[src/hw/wesb_pkg.sv]
// Package for the wake event status bank: offsets, widths, reset values.
// Assumes an APB slave with 32-bit data, one aligned word per register.
package wesb_pkg;
  // ----------------------------------------
  // Register indices, widths and reset values
  // ----------------------------------------
  localparam logic [7:0] IDX_STATUS_FOUR = 8'h07;
  localparam logic [7:0] IDX_STATUS_FIVE = 8'h08;
  localparam logic [7:0] IDX_RESERVED = 8'h09;
  localparam logic [7:0] IDX_ENABLE_FOUR = 8'h40;
  localparam logic [7:0] IDX_ENABLE_FIVE = 8'h41;
  localparam logic [7:0] IDX_GLOBAL_ENABLE = 8'h42;
  localparam int ADDR_W = 12;
  localparam int DATA_W = 32;
  localparam int FLAG_W = 8;
  localparam int NUM_BANKS = 2;
  localparam logic [FLAG_W-1:0] FLAGS_RESET = 8'h00;
  localparam logic [DATA_W-1:0] READ_ZERO = 32'h00000000;
  localparam logic [0:0] GLOBAL_EN_BIT_RESET = 1'h0;
endpackage

[src/hw/wesb_sync.sv]
// Two-flop synchroniser bank for the wake event pins.
// Assumes pins are asynchronous to the reference clock.
`timescale 1ns/100ps
module wesb_sync #(
  parameter int WIDTH = 16
) (
  input wire logic clk_in,              // Reference clock
  input wire logic rst_b_in,            // Async reset, active low
  input wire logic [WIDTH-1:0] d_in,    // Asynchronous levels
  output logic [WIDTH-1:0] q_out        // Synchronised levels
);
  logic [WIDTH-1:0] meta_r;
  logic [WIDTH-1:0] meta_nxt;
  logic [WIDTH-1:0] sync_r;
  logic [WIDTH-1:0] sync_nxt;

  always_comb
  begin
    meta_nxt = d_in;
    sync_nxt = meta_r;
  end

  always_ff @(posedge clk_in or negedge rst_b_in)
  begin
    if (!rst_b_in)
    begin
      meta_r <= '0;
      sync_r <= '0;
    end
    else
    begin
      meta_r <= meta_nxt;
      sync_r <= sync_nxt;
    end
  end

  assign q_out = sync_r;
endmodule // wesb_sync

[src/hw/wesb_top.sv]
// Wake status banks four and five with write-one-to-clear flags on APB.
// Assumes wake event pins are asynchronous levels; an event is a rising edge.
// The standby reset comes only from standby power-on; main resets do not reach it.
`timescale 1ns/100ps
module wesb_top #(
  parameter int FLAG_W = wesb_pkg::FLAG_W,      // Flags per bank
  parameter int NUM_BANKS = wesb_pkg::NUM_BANKS // Banks held here
) (
  input wire logic REF_CLK_IN,                // 25 MHz clock
  input wire logic RST_B_IN,                  // Standby reset, active low
  input wire logic MAIN_RESET_IN,             // Main/soft/hard reset, ignored by flags
  input wire logic [7:0] BANK_FOUR_PINS_IN,   // gpio_30..gpio_61 wake pins
  input wire logic [7:0] BANK_FIVE_PINS_IN,   // gpio_50..gpio_57 wake pins
  input wire logic PSEL_IN,                   // APB select
  input wire logic PENABLE_IN,                // APB enable
  input wire logic PWRITE_IN,                 // APB direction
  input wire logic [11:0] PADDR_IN,           // APB byte address
  input wire logic [31:0] PWDATA_IN,          // APB write data
  output logic [31:0] PRDATA_OUT,             // APB read data
  output logic PREADY_OUT,                    // APB ready
  output logic PSLVERR_OUT,                   // APB error on unmapped address
  output logic WAKE_OUTPUT_N_OUT              // Wake output, active low
);
  localparam int FW = FLAG_W;
  localparam int NB = NUM_BANKS;
  localparam logic READY_LEVEL = 1'b1;
  localparam logic ERR_IDLE = 1'b0;
  localparam logic WAKE_N_IDLE = 1'b1;

  // ----------------------------------------
  // Parameter check
  // ----------------------------------------
  // Port widths, bank indices and pin order serve two banks of eight only
  generate
    if (FLAG_W != wesb_pkg::FLAG_W || NUM_BANKS != wesb_pkg::NUM_BANKS)
    begin : g_bad_size
      $error("wesb_top serves two banks of eight flags only");
    end
  endgenerate

  // ----------------------------------------
  // Pin synchronisation and edge detection
  // ----------------------------------------
  logic [NB*FW-1:0] pins_sync;
  logic [NB*FW-1:0] pins_prev_r;
  logic [NB*FW-1:0] pins_prev_nxt;
  logic [NB*FW-1:0] events;

  // Bank four pin order gpio_30,31,32,33,41,43,60,61 kept by board wiring
  wesb_sync #(.WIDTH(NB*FW)) u_sync (
    .clk_in(REF_CLK_IN),
    .rst_b_in(RST_B_IN),
    .d_in({BANK_FIVE_PINS_IN, BANK_FOUR_PINS_IN}),
    .q_out(pins_sync)
  );

  assign events = pins_sync & ~pins_prev_r;

  // ----------------------------------------
  // Register decode
  // ----------------------------------------
  function automatic logic hit(input logic [11:0] addr, input logic [7:0] idx);
    hit = (addr == {2'h0, idx, 2'h0});
  endfunction

  logic access;
  logic setup;
  logic wr;
  logic rd;
  // Writes land at the access edge; read data and error are prepared at the
  // setup edge so that they stand through the single access cycle
  assign access = PSEL_IN & PENABLE_IN;
  assign setup = PSEL_IN & ~PENABLE_IN;
  assign wr = access & PWRITE_IN;
  assign rd = setup & ~PWRITE_IN;

  logic [FW-1:0] status_r [NB];
  logic [FW-1:0] status_nxt [NB];
  logic [FW-1:0] enable_r [NB];
  logic [FW-1:0] enable_nxt [NB];
  logic global_en_r;
  logic global_en_nxt;
  logic [31:0] prdata_r;
  logic [31:0] prdata_nxt;
  logic pslverr_r;
  logic pslverr_nxt;
  logic wake_n_r;
  logic wake_n_nxt;
  logic pready_r;
  logic pready_nxt;
  logic mapped;

  // ----------------------------------------
  // Flag banks
  // ----------------------------------------
  genvar g;
  generate
    for (g = 0; g < NB; g++)
    begin : g_bank
      logic [7:0] st_idx;
      logic [7:0] en_idx;
      assign st_idx = (g == 0) ? wesb_pkg::IDX_STATUS_FOUR : wesb_pkg::IDX_STATUS_FIVE;
      assign en_idx = (g == 0) ? wesb_pkg::IDX_ENABLE_FOUR : wesb_pkg::IDX_ENABLE_FIVE;
      always_comb
      begin
        logic [FW-1:0] clr;
        clr = (wr && hit(PADDR_IN, st_idx)) ? PWDATA_IN[FW-1:0] : '0;
        // Set beats clear; enables not consulted
        status_nxt[g] = (status_r[g] & ~clr) | events[g*FW +: FW];
        enable_nxt[g] = (wr && hit(PADDR_IN, en_idx)) ? PWDATA_IN[FW-1:0] : enable_r[g];
      end
    end
  endgenerate

  // ----------------------------------------
  // Global enable
  // ----------------------------------------
  always_comb
  begin
    global_en_nxt = global_en_r;
    if (wr && hit(PADDR_IN, wesb_pkg::IDX_GLOBAL_ENABLE))
      global_en_nxt = PWDATA_IN[0];
  end

  always_ff @(posedge REF_CLK_IN or negedge RST_B_IN)
  begin
    if (!RST_B_IN)
      global_en_r <= wesb_pkg::GLOBAL_EN_BIT_RESET;
    else
      global_en_r <= global_en_nxt;
  end

  // ----------------------------------------
  // APB answer
  // ----------------------------------------
  // Zero wait states: what the setup cycle computes stands through access
  always_comb
  begin
    mapped = hit(PADDR_IN, wesb_pkg::IDX_STATUS_FOUR) || hit(PADDR_IN, wesb_pkg::IDX_STATUS_FIVE)
      || hit(PADDR_IN, wesb_pkg::IDX_RESERVED) || hit(PADDR_IN, wesb_pkg::IDX_ENABLE_FOUR)
      || hit(PADDR_IN, wesb_pkg::IDX_ENABLE_FIVE) || hit(PADDR_IN, wesb_pkg::IDX_GLOBAL_ENABLE);
    prdata_nxt = wesb_pkg::READ_ZERO;
    if (rd)
    begin
      if (hit(PADDR_IN, wesb_pkg::IDX_STATUS_FOUR))
        prdata_nxt[FW-1:0] = status_r[0];
      else if (hit(PADDR_IN, wesb_pkg::IDX_STATUS_FIVE))
        prdata_nxt[FW-1:0] = status_r[1];
      else if (hit(PADDR_IN, wesb_pkg::IDX_ENABLE_FOUR))
        prdata_nxt[FW-1:0] = enable_r[0];
      else if (hit(PADDR_IN, wesb_pkg::IDX_ENABLE_FIVE))
        prdata_nxt[FW-1:0] = enable_r[1];
      else if (hit(PADDR_IN, wesb_pkg::IDX_GLOBAL_ENABLE))
        prdata_nxt[0] = global_en_r;
    end
    pslverr_nxt = setup & ~mapped;
    pready_nxt = READY_LEVEL;
  end

  always_ff @(posedge REF_CLK_IN or negedge RST_B_IN)
  begin
    if (!RST_B_IN)
    begin
      prdata_r <= wesb_pkg::READ_ZERO;
      pslverr_r <= ERR_IDLE;
      pready_r <= READY_LEVEL;
    end
    else
    begin
      prdata_r <= prdata_nxt;
      pslverr_r <= pslverr_nxt;
      pready_r <= pready_nxt;
    end
  end

  // ----------------------------------------
  // Wake output
  // ----------------------------------------
  always_comb
  begin
    logic any;
    any = 1'b0;
    for (int i = 0; i < NB; i++)
      any = any | (|(status_r[i] & enable_r[i]));
    wake_n_nxt = ~(any & global_en_r);
  end

  always_ff @(posedge REF_CLK_IN or negedge RST_B_IN)
  begin
    if (!RST_B_IN)
      wake_n_r <= WAKE_N_IDLE;
    else
      wake_n_r <= wake_n_nxt;
  end

  // ----------------------------------------
  // Flags, enables and pin history
  // ----------------------------------------
  // Standby reset only; MAIN_RESET_IN deliberately reaches none of this
  always_ff @(posedge REF_CLK_IN or negedge RST_B_IN)
  begin
    if (!RST_B_IN)
    begin
      for (int i = 0; i < NB; i++)
      begin
        status_r[i] <= wesb_pkg::FLAGS_RESET;
        enable_r[i] <= wesb_pkg::FLAGS_RESET;
      end
      pins_prev_r <= '0;
    end
    else
    begin
      for (int i = 0; i < NB; i++)
      begin
        status_r[i] <= status_nxt[i];
        enable_r[i] <= enable_nxt[i];
      end
      pins_prev_r <= pins_prev_nxt;
    end
  end

  assign pins_prev_nxt = pins_sync;
  assign PRDATA_OUT = prdata_r;
  assign PREADY_OUT = pready_r;
  assign PSLVERR_OUT = pslverr_r;
  assign WAKE_OUTPUT_N_OUT = wake_n_r;
endmodule // wesb_top

[config.mk]
export PLATFORM = sky130hd
export DESIGN_NAME = wesb_top
export DESIGN_NICKNAME = d
export VERILOG_FILES = /design/src/hw/wesb_pkg.sv /design/src/hw/wesb_sync.sv /design/src/hw/wesb_top.sv
export SDC_FILE = /design/constraint.sdc
export NUM_CORES = 1
export LEC_CHECK = 0
export BUFFER_PORTS_ARGS = -buffer_cell sky130_fd_sc_hd__buf_2
export CAP_MARGIN = 20
export CORE_MARGIN = 2
export CORE_UTILIZATION = 50
export DETAILED_ROUTE_END_ITERATION = 10
export PLACE_DENSITY = 0.74
export SYNTH_ARGS = -nofsm -noshare
export SYNTH_HDL_FRONTEND = slang
export SYNTH_HIERARCHICAL = 1
export SYNTH_SLANG_ARGS = --single-unit
[constraint.sdc]
create_clock -name REF_CLK_IN -period 2.2 [get_ports REF_CLK_IN]
set_input_delay 0.33 -clock REF_CLK_IN [delete_from_list [all_inputs] [get_ports REF_CLK_IN]]
set_output_delay 0.33 -clock REF_CLK_IN [all_outputs]
set_load 0.005 [all_outputs]
==> impl_metrics.py, run 1 <==
metrics = {
    "outcome": {
        "status": "finished, final reports clean",
    },
    "finish": {
        "seq_area_sq_um": 2280,
        "fin_util": 0.591,
        "syn_to_final_growth_pct": 15.5,
        "n_antenna_cell": 0,
        "drive_gt1_frac": 0.304,
        "fin_nets": 414,
        "multi_input_area_sq_um": 1190,
        "final.fill_count": 593,
    },
    "clock_network": {
        "cts_root_buffer": "clkbuf_8",
        "htreeDepth": 3,
        "ctsHoldBuffers": 1,
        "cts_tree": "yes",
        "clockBufferDepth": 2,
        "cts_setup_buffers": 0,
        "cts.sinks": 91,
        "clk_pin_slew_ns": 0.08,
        "numCtsBuffers": 9,
        "clock_latency_ns": 0.36,
        "cts-resized-gates": 0,
    },
    "synth": {
        "syn_avg_cell_area_sq_um": 12.9,
        "yosys_warnings": 6,
        "yosysSeqAreaShare": 0.621,
        "synth_edf_count": 0,
        "synth-main-ff-cell": "dfrtp_1",
        "ys_async_sr_fraction": 1.00,
        "synth_top_area_share": 0.614,
        "synthCells": 285,
        "synth_area_sq_um": 3670,
        "ys_types": 43,
        "yosysTopAreaCell": "dfrtp_1",
        "synthTopCellsByArea": "dfrtp_1, mux2_2, buf_4, nor2b_1, a22o_1",
        "ys_ff_latch": 91,
    },
    "critical_path": {
        "worstPathRequired_ns": 2.43,
        "cp-end-kind": "flop",
        "reg2reg_depth": 4,
        "critical_path.reg2reg.endpoint": "PRDATA_OUT[0]",
        "r2r_slack_ns": 0.84,
        "arrival_ns": 2.03,
        "worstPathMaxFanout": 10,
        "rr_startpoint": "enable_r[0]",
        "critPathLaunchType": "input port",
        "crit_type": "in -> reg",
    },
    "placement": {
        "port_buffers": 50,
        "gp_congestion": 0.827,
        "dp_hpwl_microns": 4830,
    },
    "min_path": {
        "hold_depth": 1,
        "min_to": "u_sync/meta_r[15]",
        "worstHoldStart": "BANK_FIVE_PINS_IN[7]",
        "hold_path.class": "in -> reg",
    },
    "detailed_routing": {
        "drt_iter0_markers": 174,
        "wl_per_cell_microns": 16.0,
        "route.vias.total": 2344,
        "firstDrtPassIters": 4,
        "routed_wl_microns": 7220,
        "viasPerCell": 5.20,
        "drc_errors": 0,
        "ant_nets": 0,
    },
    "sta": {
        "report.final.hold_viol_count": 0,
        "tns_ns": 0,
        "finalCriticalPeriod_ns": 1.80,
        "grt_setup_unrepaired": "false",
        "finalSetupViolCount": 0,
        "finClkSkew_ns": 0.00968,
        "finalMaxSlewViolations": 0,
        "max_freq_ghz": 0.556,
        "finalCritPeriodShare": 0.818,
    },
    "global_routing": {
        "grt_max_degree": 32,
        "grt_pass1_vias": 2339,
        "antenna_found_initial": 0,
        "grt_pass1_wl_microns": 11500,
        "grt-ovfl-total": 0,
        "grt_usage": 0.198,
    },
    "floorplan": {
        "die_area_sq_um": 8040,
        "dieWidth_microns": 89.7,
        "coreArea_sq_um": 7180,
        "initial_core_util": 0.511,
        "fp.dieH_microns": 89.7,
        "fp-row-count": 31,
        "io_pins": 101,
    },
    "pwr": {
        "power_mw": 3.08,
        "vdd_drop_max_uv": 394,
        "power.density_nw_per_um2": 726,
        "p_leak_nw": 2.03,
    },
    "run": {
        "drv_cap": 0,
    },
}
[how the worst max path moves through the flow]
stage                      start     endpoint
CTS                 PADDR_IN[10]  status_r[0]
global route        PADDR_IN[10]  status_r[0]
detailed placement  PADDR_IN[10]  status_r[4]
finish              PADDR_IN[10]  status_r[0]
floorplan           PADDR_IN[10]  status_r[3]
global placement    PADDR_IN[10]  status_r[4]
[cells in the final DEF, fill, tap and decap left out, types with 2 or more instances in the layout]
master     instances
a21oi_1            2
a221o_1            8
a221oi_1           2
a22o_1            10
a22oi_1            5
a31oi_1            6
and2_1             2
buf_12             2
buf_2             49
buf_4             11
bufinv_16          2
clkbuf_1           2
clkbuf_8           9
conb_1            25
dfrtp_1           90
inv_1             17
mux2_2            24
nand2_1            8
nand2b_1           5
nand3_1           11
nand4_1            8
nor2_1             3
nor2b_1           15
nor3b_1            3
o21ai_0           10
[cell families (layout without fill, tap and decap cells)]
group           after synthesis  in the layout  share of synthesized area
mux                          24             24                     0.0736
simple gates                 69             69                      0.124
xor+xnor                      1              1                    0.00239
compound gates               47             47                     0.0965
flops                        91             91                      0.621
other cells                   2             25                    0.00205
buf+inv                      51             95                     0.0801
[state kept, by name (all words and copies together), names as in the netlist]
signal	cells
PSLVERR_OUT	1
u_sync/meta_r	16
pins_prev_r	16
u_sync/q_out	16
global_en_r	1
status_r	16
WAKE_OUTPUT_N_OUT	1
PRDATA_OUT	8
enable_r	16
[area by class of cell]
type / count / share of cell area
Clock buffer: 11 / 0.0310
Clock inverter: 4 / 0.0174
Inverter: 17 / 0.0151
Multi-Input combinational cell: 166 / 0.281
Sequential cell: 91 / 0.537
Tap cell: 99 / 0.0292
Timing Repair Buffer: 63 / 0.0891
[per-layer routing]
layer,global-route usage,share of wire,wire (microns)
met2,0.314,0.48,3480
met4,0.100,0.026,187
met5,0,0,0
met1,0.243,0.42,3030
met3,0.0658,0.073,525
[critical path, cell delays in order]
cell and delay (ns):
buf_2 0.10, or4_4 0.56, nor3_4 0.25, buf_12 0.19, nand4b_4 0.23, a221o_1 0.37
[stage by stage]
stage / std cells / setup slack (ns) / hold WS, ns / area (sq um)
after floorplan: 308 / 0.378 / 0.0344 / 3760
after global placement: 435 / 0.0512 / 0.301 / 4020
after detailed placement: 435 / 0.0224 / 0.301 / 4020
after CTS: 451 / 0.413 / 0.0480 / 4240
after global routing: 451 / 0.359 / 0.0487 / 4240
final: 451 / 0.401 / 0.0724 / 4240
[where the power goes]
| group | total [mW] | leakage (nW) | internal (mW) | switching (mW) |
|---|---|---|---|---|
| Combinational | 0.165 | 0.850 | 0.0605 | 0.104 |
| Sequential | 1.73 | 1.07 | 1.72 | 0.0156 |
| Clock | 1.18 | 0.104 | 0.637 | 0.542 |
[Yosys cell counts (2+ instances only)]
cell type,instances
nor3b_1,3
nand2_1,8
a21oi_1,2
nand4_1,8
conb_1,2
a31oi_1,6
a22o_1,10
buf_1,2
buf_4,25
dfrtp_1,90
inv_1,17
nor4_1,2
nor2b_1,15
mux2_2,24
nor2_1,3
nand2b_1,5
a221oi_1,2
a22oi_1,5
and2_1,2
clkbuf_1,5
a221o_1,8
o21ai_0,10
nand3_1,11
Power figures use the tool's default switching activity.
==> run 2: changes to the inputs <==
- clock period: 2.2 -> 1.8 ns (I/O delays scaled with it)
==> impl_metrics.py, run 2 (same netlist as run 1, synthesis figures left out) <==
metrics = {
    "critical_path": {
        "arrival_ns": 1.96,
        "reg2reg_depth": 4,
        "critPathLaunchType": "input port",
        "crit_type": "in -> reg",
        "critical_path.reg2reg.endpoint": "PRDATA_OUT[0]",
        "worstPathMaxFanout": 8,
        "r2r_slack_ns": 0.37,
        "worstPathRequired_ns": 2.04,
        "cp-end-kind": "flop",
        "rr_startpoint": "enable_r[0]",
    },
    "placement": {
        "dp.cells": 442,
        "placed_cell_area_sq_um": 4080,
        "gp_congestion": 0.850,
        "port_buffers": 50,
        "dp_hpwl_microns": 4910,
    },
    "floorplan": {
        "dieWidth_microns": 89.7,
        "initial_core_util": 0.511,
        "fp-row-count": 31,
        "fp.dieH_microns": 89.7,
        "die_area_sq_um": 8040,
        "io_pins": 101,
        "coreArea_sq_um": 7180,
    },
    "finish": {
        "final_common_cell": "dfrtp_1",
        "syn_to_final_growth_pct": 19.3,
        "fin_cells": 469,
        "fin_nets": 432,
        "drive_gt1_frac": 0.308,
        "most-common-layout-cells": "dfrtp_1, buf_2, conb_1, mux2_2, buf_4",
        "n_antenna_cell": 0,
        "stdcell_area_sq_um": 4380,
    },
    "min_path": {
        "hold_path.class": "in -> reg",
        "hold_depth": 1,
        "min_to": "u_sync/meta_r[4]",
        "worstHoldStart": "BANK_FOUR_PINS_IN[4]",
    },
    "outcome": {
        "status": "finished, final reports clean",
    },
    "sta": {
        "relSlewSlack": 0.659,
        "grt_setup_unrepaired": "false",
        "worst_pin_slew_ns": 0.499,
        "finalCritPeriodShare": 0.959,
        "finClkSkew_ns": 0.00807,
        "finalCriticalPeriod_ns": 1.73,
        "finalSetupViolCount": 0,
        "finalMaxSlewViolations": 0,
        "max_freq_ghz": 0.579,
        "report.final.hold_viol_count": 0,
    },
    "global_routing": {
        "grt_pass1_vias": 2352,
        "antenna_found_initial": 0,
        "grt-ovfl-total": 0,
        "grt_max_degree": 39,
        "grt_usage": 0.197,
        "grt_pass1_wl_microns": 11500,
    },
    "clock_network": {
        "cts.sinks": 91,
        "cts_root_buffer": "clkbuf_8",
        "cts_setup_buffers": 0,
        "clk_pin_slew_ns": 0.08,
        "clock_latency_ns": 0.36,
        "clockBufferDepth": 2,
        "htreeDepth": 3,
        "cts_tree": "yes",
        "numCtsBuffers": 9,
    },
    "pwr": {
        "power.density_nw_per_um2": 831,
        "p_leak_nw": 2.09,
        "vdd_drop_max_uv": 423,
    },
    "detailed_routing": {
        "ant_nets": 0,
        "viasPerCell": 5.13,
        "routed_wl_microns": 7080,
        "firstDrtPassIters": 5,
        "drc_errors": 0,
        "drt_iter0_markers": 121,
        "wl_per_cell_microns": 15.1,
        "route.vias.total": 2405,
    },
    "run": {
        "drv_cap": 0,
    },
}
==> run 2: changes by cell type in the layout (fill, tap and decap cells not counted), sizes merged <==
cell | before | now
clkinvlp | 0 | 1
bufinv | 2 | 1
buf | 62 | 69
dlygate4sd3 | 1 | 12
==> run 2: worst max path at each step <==
stage	from	endpoint	cells after the start	slack, ns
after floorplan	PADDR_IN[10]	status_r[3]	5	0.04
after global placement	PADDR_IN[10]	status_r[4]	6	-0.25
after detailed placement	PADDR_IN[10]	status_r[6]	6	-0.28
after CTS	PADDR_IN[10]	status_r[6]	6	0.09
after global routing	PADDR_IN[10]	status_r[6]	6	0.07
final	PADDR_IN[10]	status_r[6]	6	0.07
==> run 2: layout make-up <==
type | instances | area (sq um)
tap | 99 | 124
clock buffer | 11 | 131
timing repair buffer | 81 | 541
sequential | 91 | 2280
clock inverter | 4 | 51.3
fill | 567 | 2800
multi-input combinational | 166 | 1190
inverter | 17 | 63.8
==> run 2: timing repair <==
item	in CTS	in global routing
setup endpoints to repair	0	0
hold endpoints to repair	42	3
hold buffers	9	3
gates resized for setup	0	0
==> run 2: worst max-delay path, stage by stage <==
cell	delay, ns
buf_2	0.10
or4_4	0.55
nor3_4	0.25
buf_4	0.19
nand4b_4	0.22
a221o_1	0.37
==> run 2: where the power goes <==
| part | internal [mW] | switching (mW) | total [mW] |
|---|---|---|---|
| combinational | 0.0921 | 0.129 | 0.221 |
| sequential | 2.10 | 0.0185 | 2.12 |
| clock | 0.638 | 0.665 | 1.30 |
==> run 2: routing by layer <==
layer | share of wire | wire, microns | global-route usage | up-vias
met1 | 0.43 | 3070 | 0.256 | 1170
met4 | 0.032 | 229 | 0.107 | 0
li1 | - | - | - | 1127
met3 | 0.065 | 459 | 0.0576 | 22
met2 | 0.47 | 3320 | 0.297 | 86
met5 | 0 | 0 | 0 | -
==> run 2: stage by stage <==
| stage | setup slack [ns] | hold slack (ns) | utilization | power [mW] | TNS, ns |
|---|---|---|---|---|---|
| floorplan | 0.0383 | -0.0256 | - | 2.26 | 0 |
| global placement | -0.251 | 0.268 | 0.568 | 2.36 | -4.44 |
| detailed placement | -0.283 | 0.274 | 0.568 | 2.36 | -4.86 |
| CTS | 0.0936 | 0.0000952 | 0.606 | 3.68 | 0 |
| global route | 0.0687 | 0.000290 | 0.610 | 3.81 | 0 |
| finish | 0.0743 | 0.0166 | 0.610 | 3.64 | 0 |
==> run 3: changes to the inputs <==
- SYNTH_HIERARCHICAL: 1 -> not set
==> impl_metrics.py, run 3 <==
metrics = {
    "sta": {
        "finClkSkew_ns": 0.00685,
        "finalCritPeriodShare": 0.868,
        "finalCriticalPeriod_ns": 1.56,
        "hold_ws_ns": 0.0162,
        "finalSetupViolCount": 0,
        "max_freq_ghz": 0.640,
        "report.final.hold_viol_count": 0,
        "grt_setup_unrepaired": "false",
        "finalMaxSlewViolations": 0,
    },
    "synth": {
        "ys_types": 38,
        "synthTopCellsByArea": "dfrtp_1, mux2_2, buf_4, a22o_1, a221oi_1",
        "synthCells": 266,
        "synth_edf_count": 0,
        "yosysSeqAreaShare": 0.641,
        "yosysTopAreaCell": "dfrtp_1",
        "synth_top_area_share": 0.634,
        "synth_area_sq_um": 3550,
        "syn_avg_cell_area_sq_um": 13.4,
        "synth.most_common_cell": "dfrtp_1",
        "synth-main-ff-cell": "dfrtp_1",
        "yosys_warnings": 0,
        "synthTopCellsByCount": "dfrtp_1, buf_4, mux2_2",
        "ys_async_sr_fraction": 1.00,
        "ys_ff_latch": 91,
    },
    "placement": {
        "dp_hpwl_microns": 5120,
        "placed_cell_area_sq_um": 3990,
        "port_buffers": 50,
        "gp_congestion": 0.883,
    },
    "global_routing": {
        "grt_max_degree": 42,
        "grt-ovfl-total": 0,
        "grt_pass1_wl_microns": 11200,
        "grt_usage": 0.198,
        "antenna_found_initial": 0,
        "grt_pass1_vias": 2178,
    },
    "finish": {
        "final.fill_count": 576,
        "seq_area_sq_um": 2280,
        "most-common-layout-cells": "dfrtp_1, buf_2, conb_1, mux2_2, buf_4",
        "multi_input_area_sq_um": 1070,
        "syn_to_final_growth_pct": 20.1,
        "drive_gt1_frac": 0.346,
        "stdcell_area_sq_um": 4270,
        "fin_nets": 414,
        "n_antenna_cell": 0,
        "final_common_cell": "dfrtp_1",
    },
    "detailed_routing": {
        "wl_per_cell_microns": 16.0,
        "drt_iter0_markers": 127,
        "routed_wl_microns": 7190,
        "viasPerCell": 5.02,
        "ant_nets": 0,
        "route.vias.total": 2255,
        "firstDrtPassIters": 4,
        "drc_errors": 0,
    },
    "clock_network": {
        "numCtsBuffers": 9,
        "htreeDepth": 3,
        "clockBufferDepth": 2,
        "clk_pin_slew_ns": 0.09,
        "cts_root_buffer": "clkbuf_8",
        "cts.sinks": 91,
        "clock_latency_ns": 0.35,
        "ctsHoldBuffers": 1,
        "cts_setup_buffers": 0,
        "cts-resized-gates": 0,
        "cts_tree": "yes",
    },
    "outcome": {
        "status": "finished, final reports clean",
    },
    "critical_path": {
        "cp-startpoint": "PADDR_IN[9]",
        "critPathLaunchType": "input port",
        "crit_chain": "buf_2, or4b_1, or3_1, buf_4, o21ai_1, nor2_1",
        "slowest_stage": "or4b_1",
        "arrival_ns": 1.80,
        "worstPathRequired_ns": 2.03,
        "crit_end": "PRDATA_OUT[7]",
        "slowest_delay_ns": 0.64,
        "crit_type": "in -> reg",
        "cp-end-kind": "flop",
        "reg2reg_depth": 4,
        "critical_path.reg2reg.endpoint": "WAKE_OUTPUT_N_OUT",
        "r2r_slack_ns": 0.41,
        "worstPathMaxFanout": 9,
        "rr_startpoint": "enable_r[11]",
    },
    "pwr": {
        "power_mw": 3.87,
        "switching_share": 0.214,
        "power.density_nw_per_um2": 907,
        "p_sw_mw": 0.828,
        "intPower_mw": 3.04,
        "comb_power_share": 0.051,
        "vdd_drop_max_uv": 967,
        "seq_power_share": 0.548,
        "clkPwrFrac": 0.401,
        "p_leak_nw": 2.07,
    },
    "floorplan": {
        "fp.dieH_microns": 88.3,
        "coreArea_sq_um": 6830,
        "io_pins": 101,
        "dieWidth_microns": 88.3,
        "die_area_sq_um": 7790,
        "initial_core_util": 0.520,
        "fp-row-count": 30,
    },
    "run": {
        "drv_cap": 0,
    },
    "min_path": {
        "hold_path.class": "in -> reg",
    },
}
-- run 3: changes by cell type after synthesis, moves of 8 or more --
cell / before / now
a22o_1: 10 / 18
nand4_1: 8 / 0
nor2_1: 3 / 11
nor2b_1: 15 / 0
a221o_1: 8 / 0
o21ai_0: 10 / 2
-- run 3: final cells by class --
class	count	area share
sequential	91	0.534
multi-input combinational	150	0.250
timing repair buffer	78	0.117
clock buffer	11	0.0355
tap	96	0.0282
clock inverter	5	0.0194
inverter	18	0.0158
-- run 3: critical path: cells and delay by family --
kind / cells / cell delay [ns]
and+or+nand+nor: 3 / 1.11
buffers and inverters: 2 / 0.30
AOI/OAI and AO/OA: 1 / 0.13
-- run 3: per-stage QoR --
step	TNS (ns)	cells	worst slack, ns	util
after floorplan	0	289	0.0669	-
after global placement	-3.10	429	-0.113	0.584
after detailed placement	-3.62	429	-0.145	0.584
after CTS	0	446	0.234	0.620
after global routing	0	449	0.183	0.624
final	0	449	0.238	0.624
-- run 3: per-layer routing --
layer	vias to the layer above	track usage	routed length, microns
li1	1062	-	-
met1	1096	0.265	3180
met2	84	0.316	3450
met3	13	0.0476	407
met4	0	0.0785	156
met5	-	0	0
-- run 3: how the worst min path moves through the flow --
| stage | start | endpoint | cells after the start |
|---|---|---|---|
| 3_3_place_gp | RST_B_IN | u_sync.q_out[4] | 1 |
| 3_5_place_dp | RST_B_IN | u_sync.q_out[4] | 1 |
| 6_report | BANK_FOUR_PINS_IN[5] | u_sync.meta_r[5] | 1 |
| 5_1_grt | BANK_FIVE_PINS_IN[7] | u_sync.meta_r[15] | 1 |
| 2_1_floorplan | RST_B_IN | PRDATA_OUT[0] | 0 |
| 4_1_cts | BANK_FOUR_PINS_IN[0] | u_sync.meta_r[0] | 1 |
-- run 3: logic make-up (layout without fill, tap and decap cells) --
family	count (synthesis)	count (layout)	share of synthesized area
buffers and inverters	48	112	0.0824
AOI/OAI and AO/OA	49	49	0.106
and+or+nand+nor	53	53	0.0951
muxes	23	23	0.0729
DFF	91	91	0.641
other	2	25	0.00211
-- run 3: power groups by stage --
stage,registers (mW),clock network (mW),logic (mW)
floorplan,2.15,0,0.0951
global placement,2.16,0,0.190
detailed placement,2.16,0,0.194
CTS,2.12,1.59,0.196
global route,2.13,1.66,0.224
finish,2.12,1.55,0.199
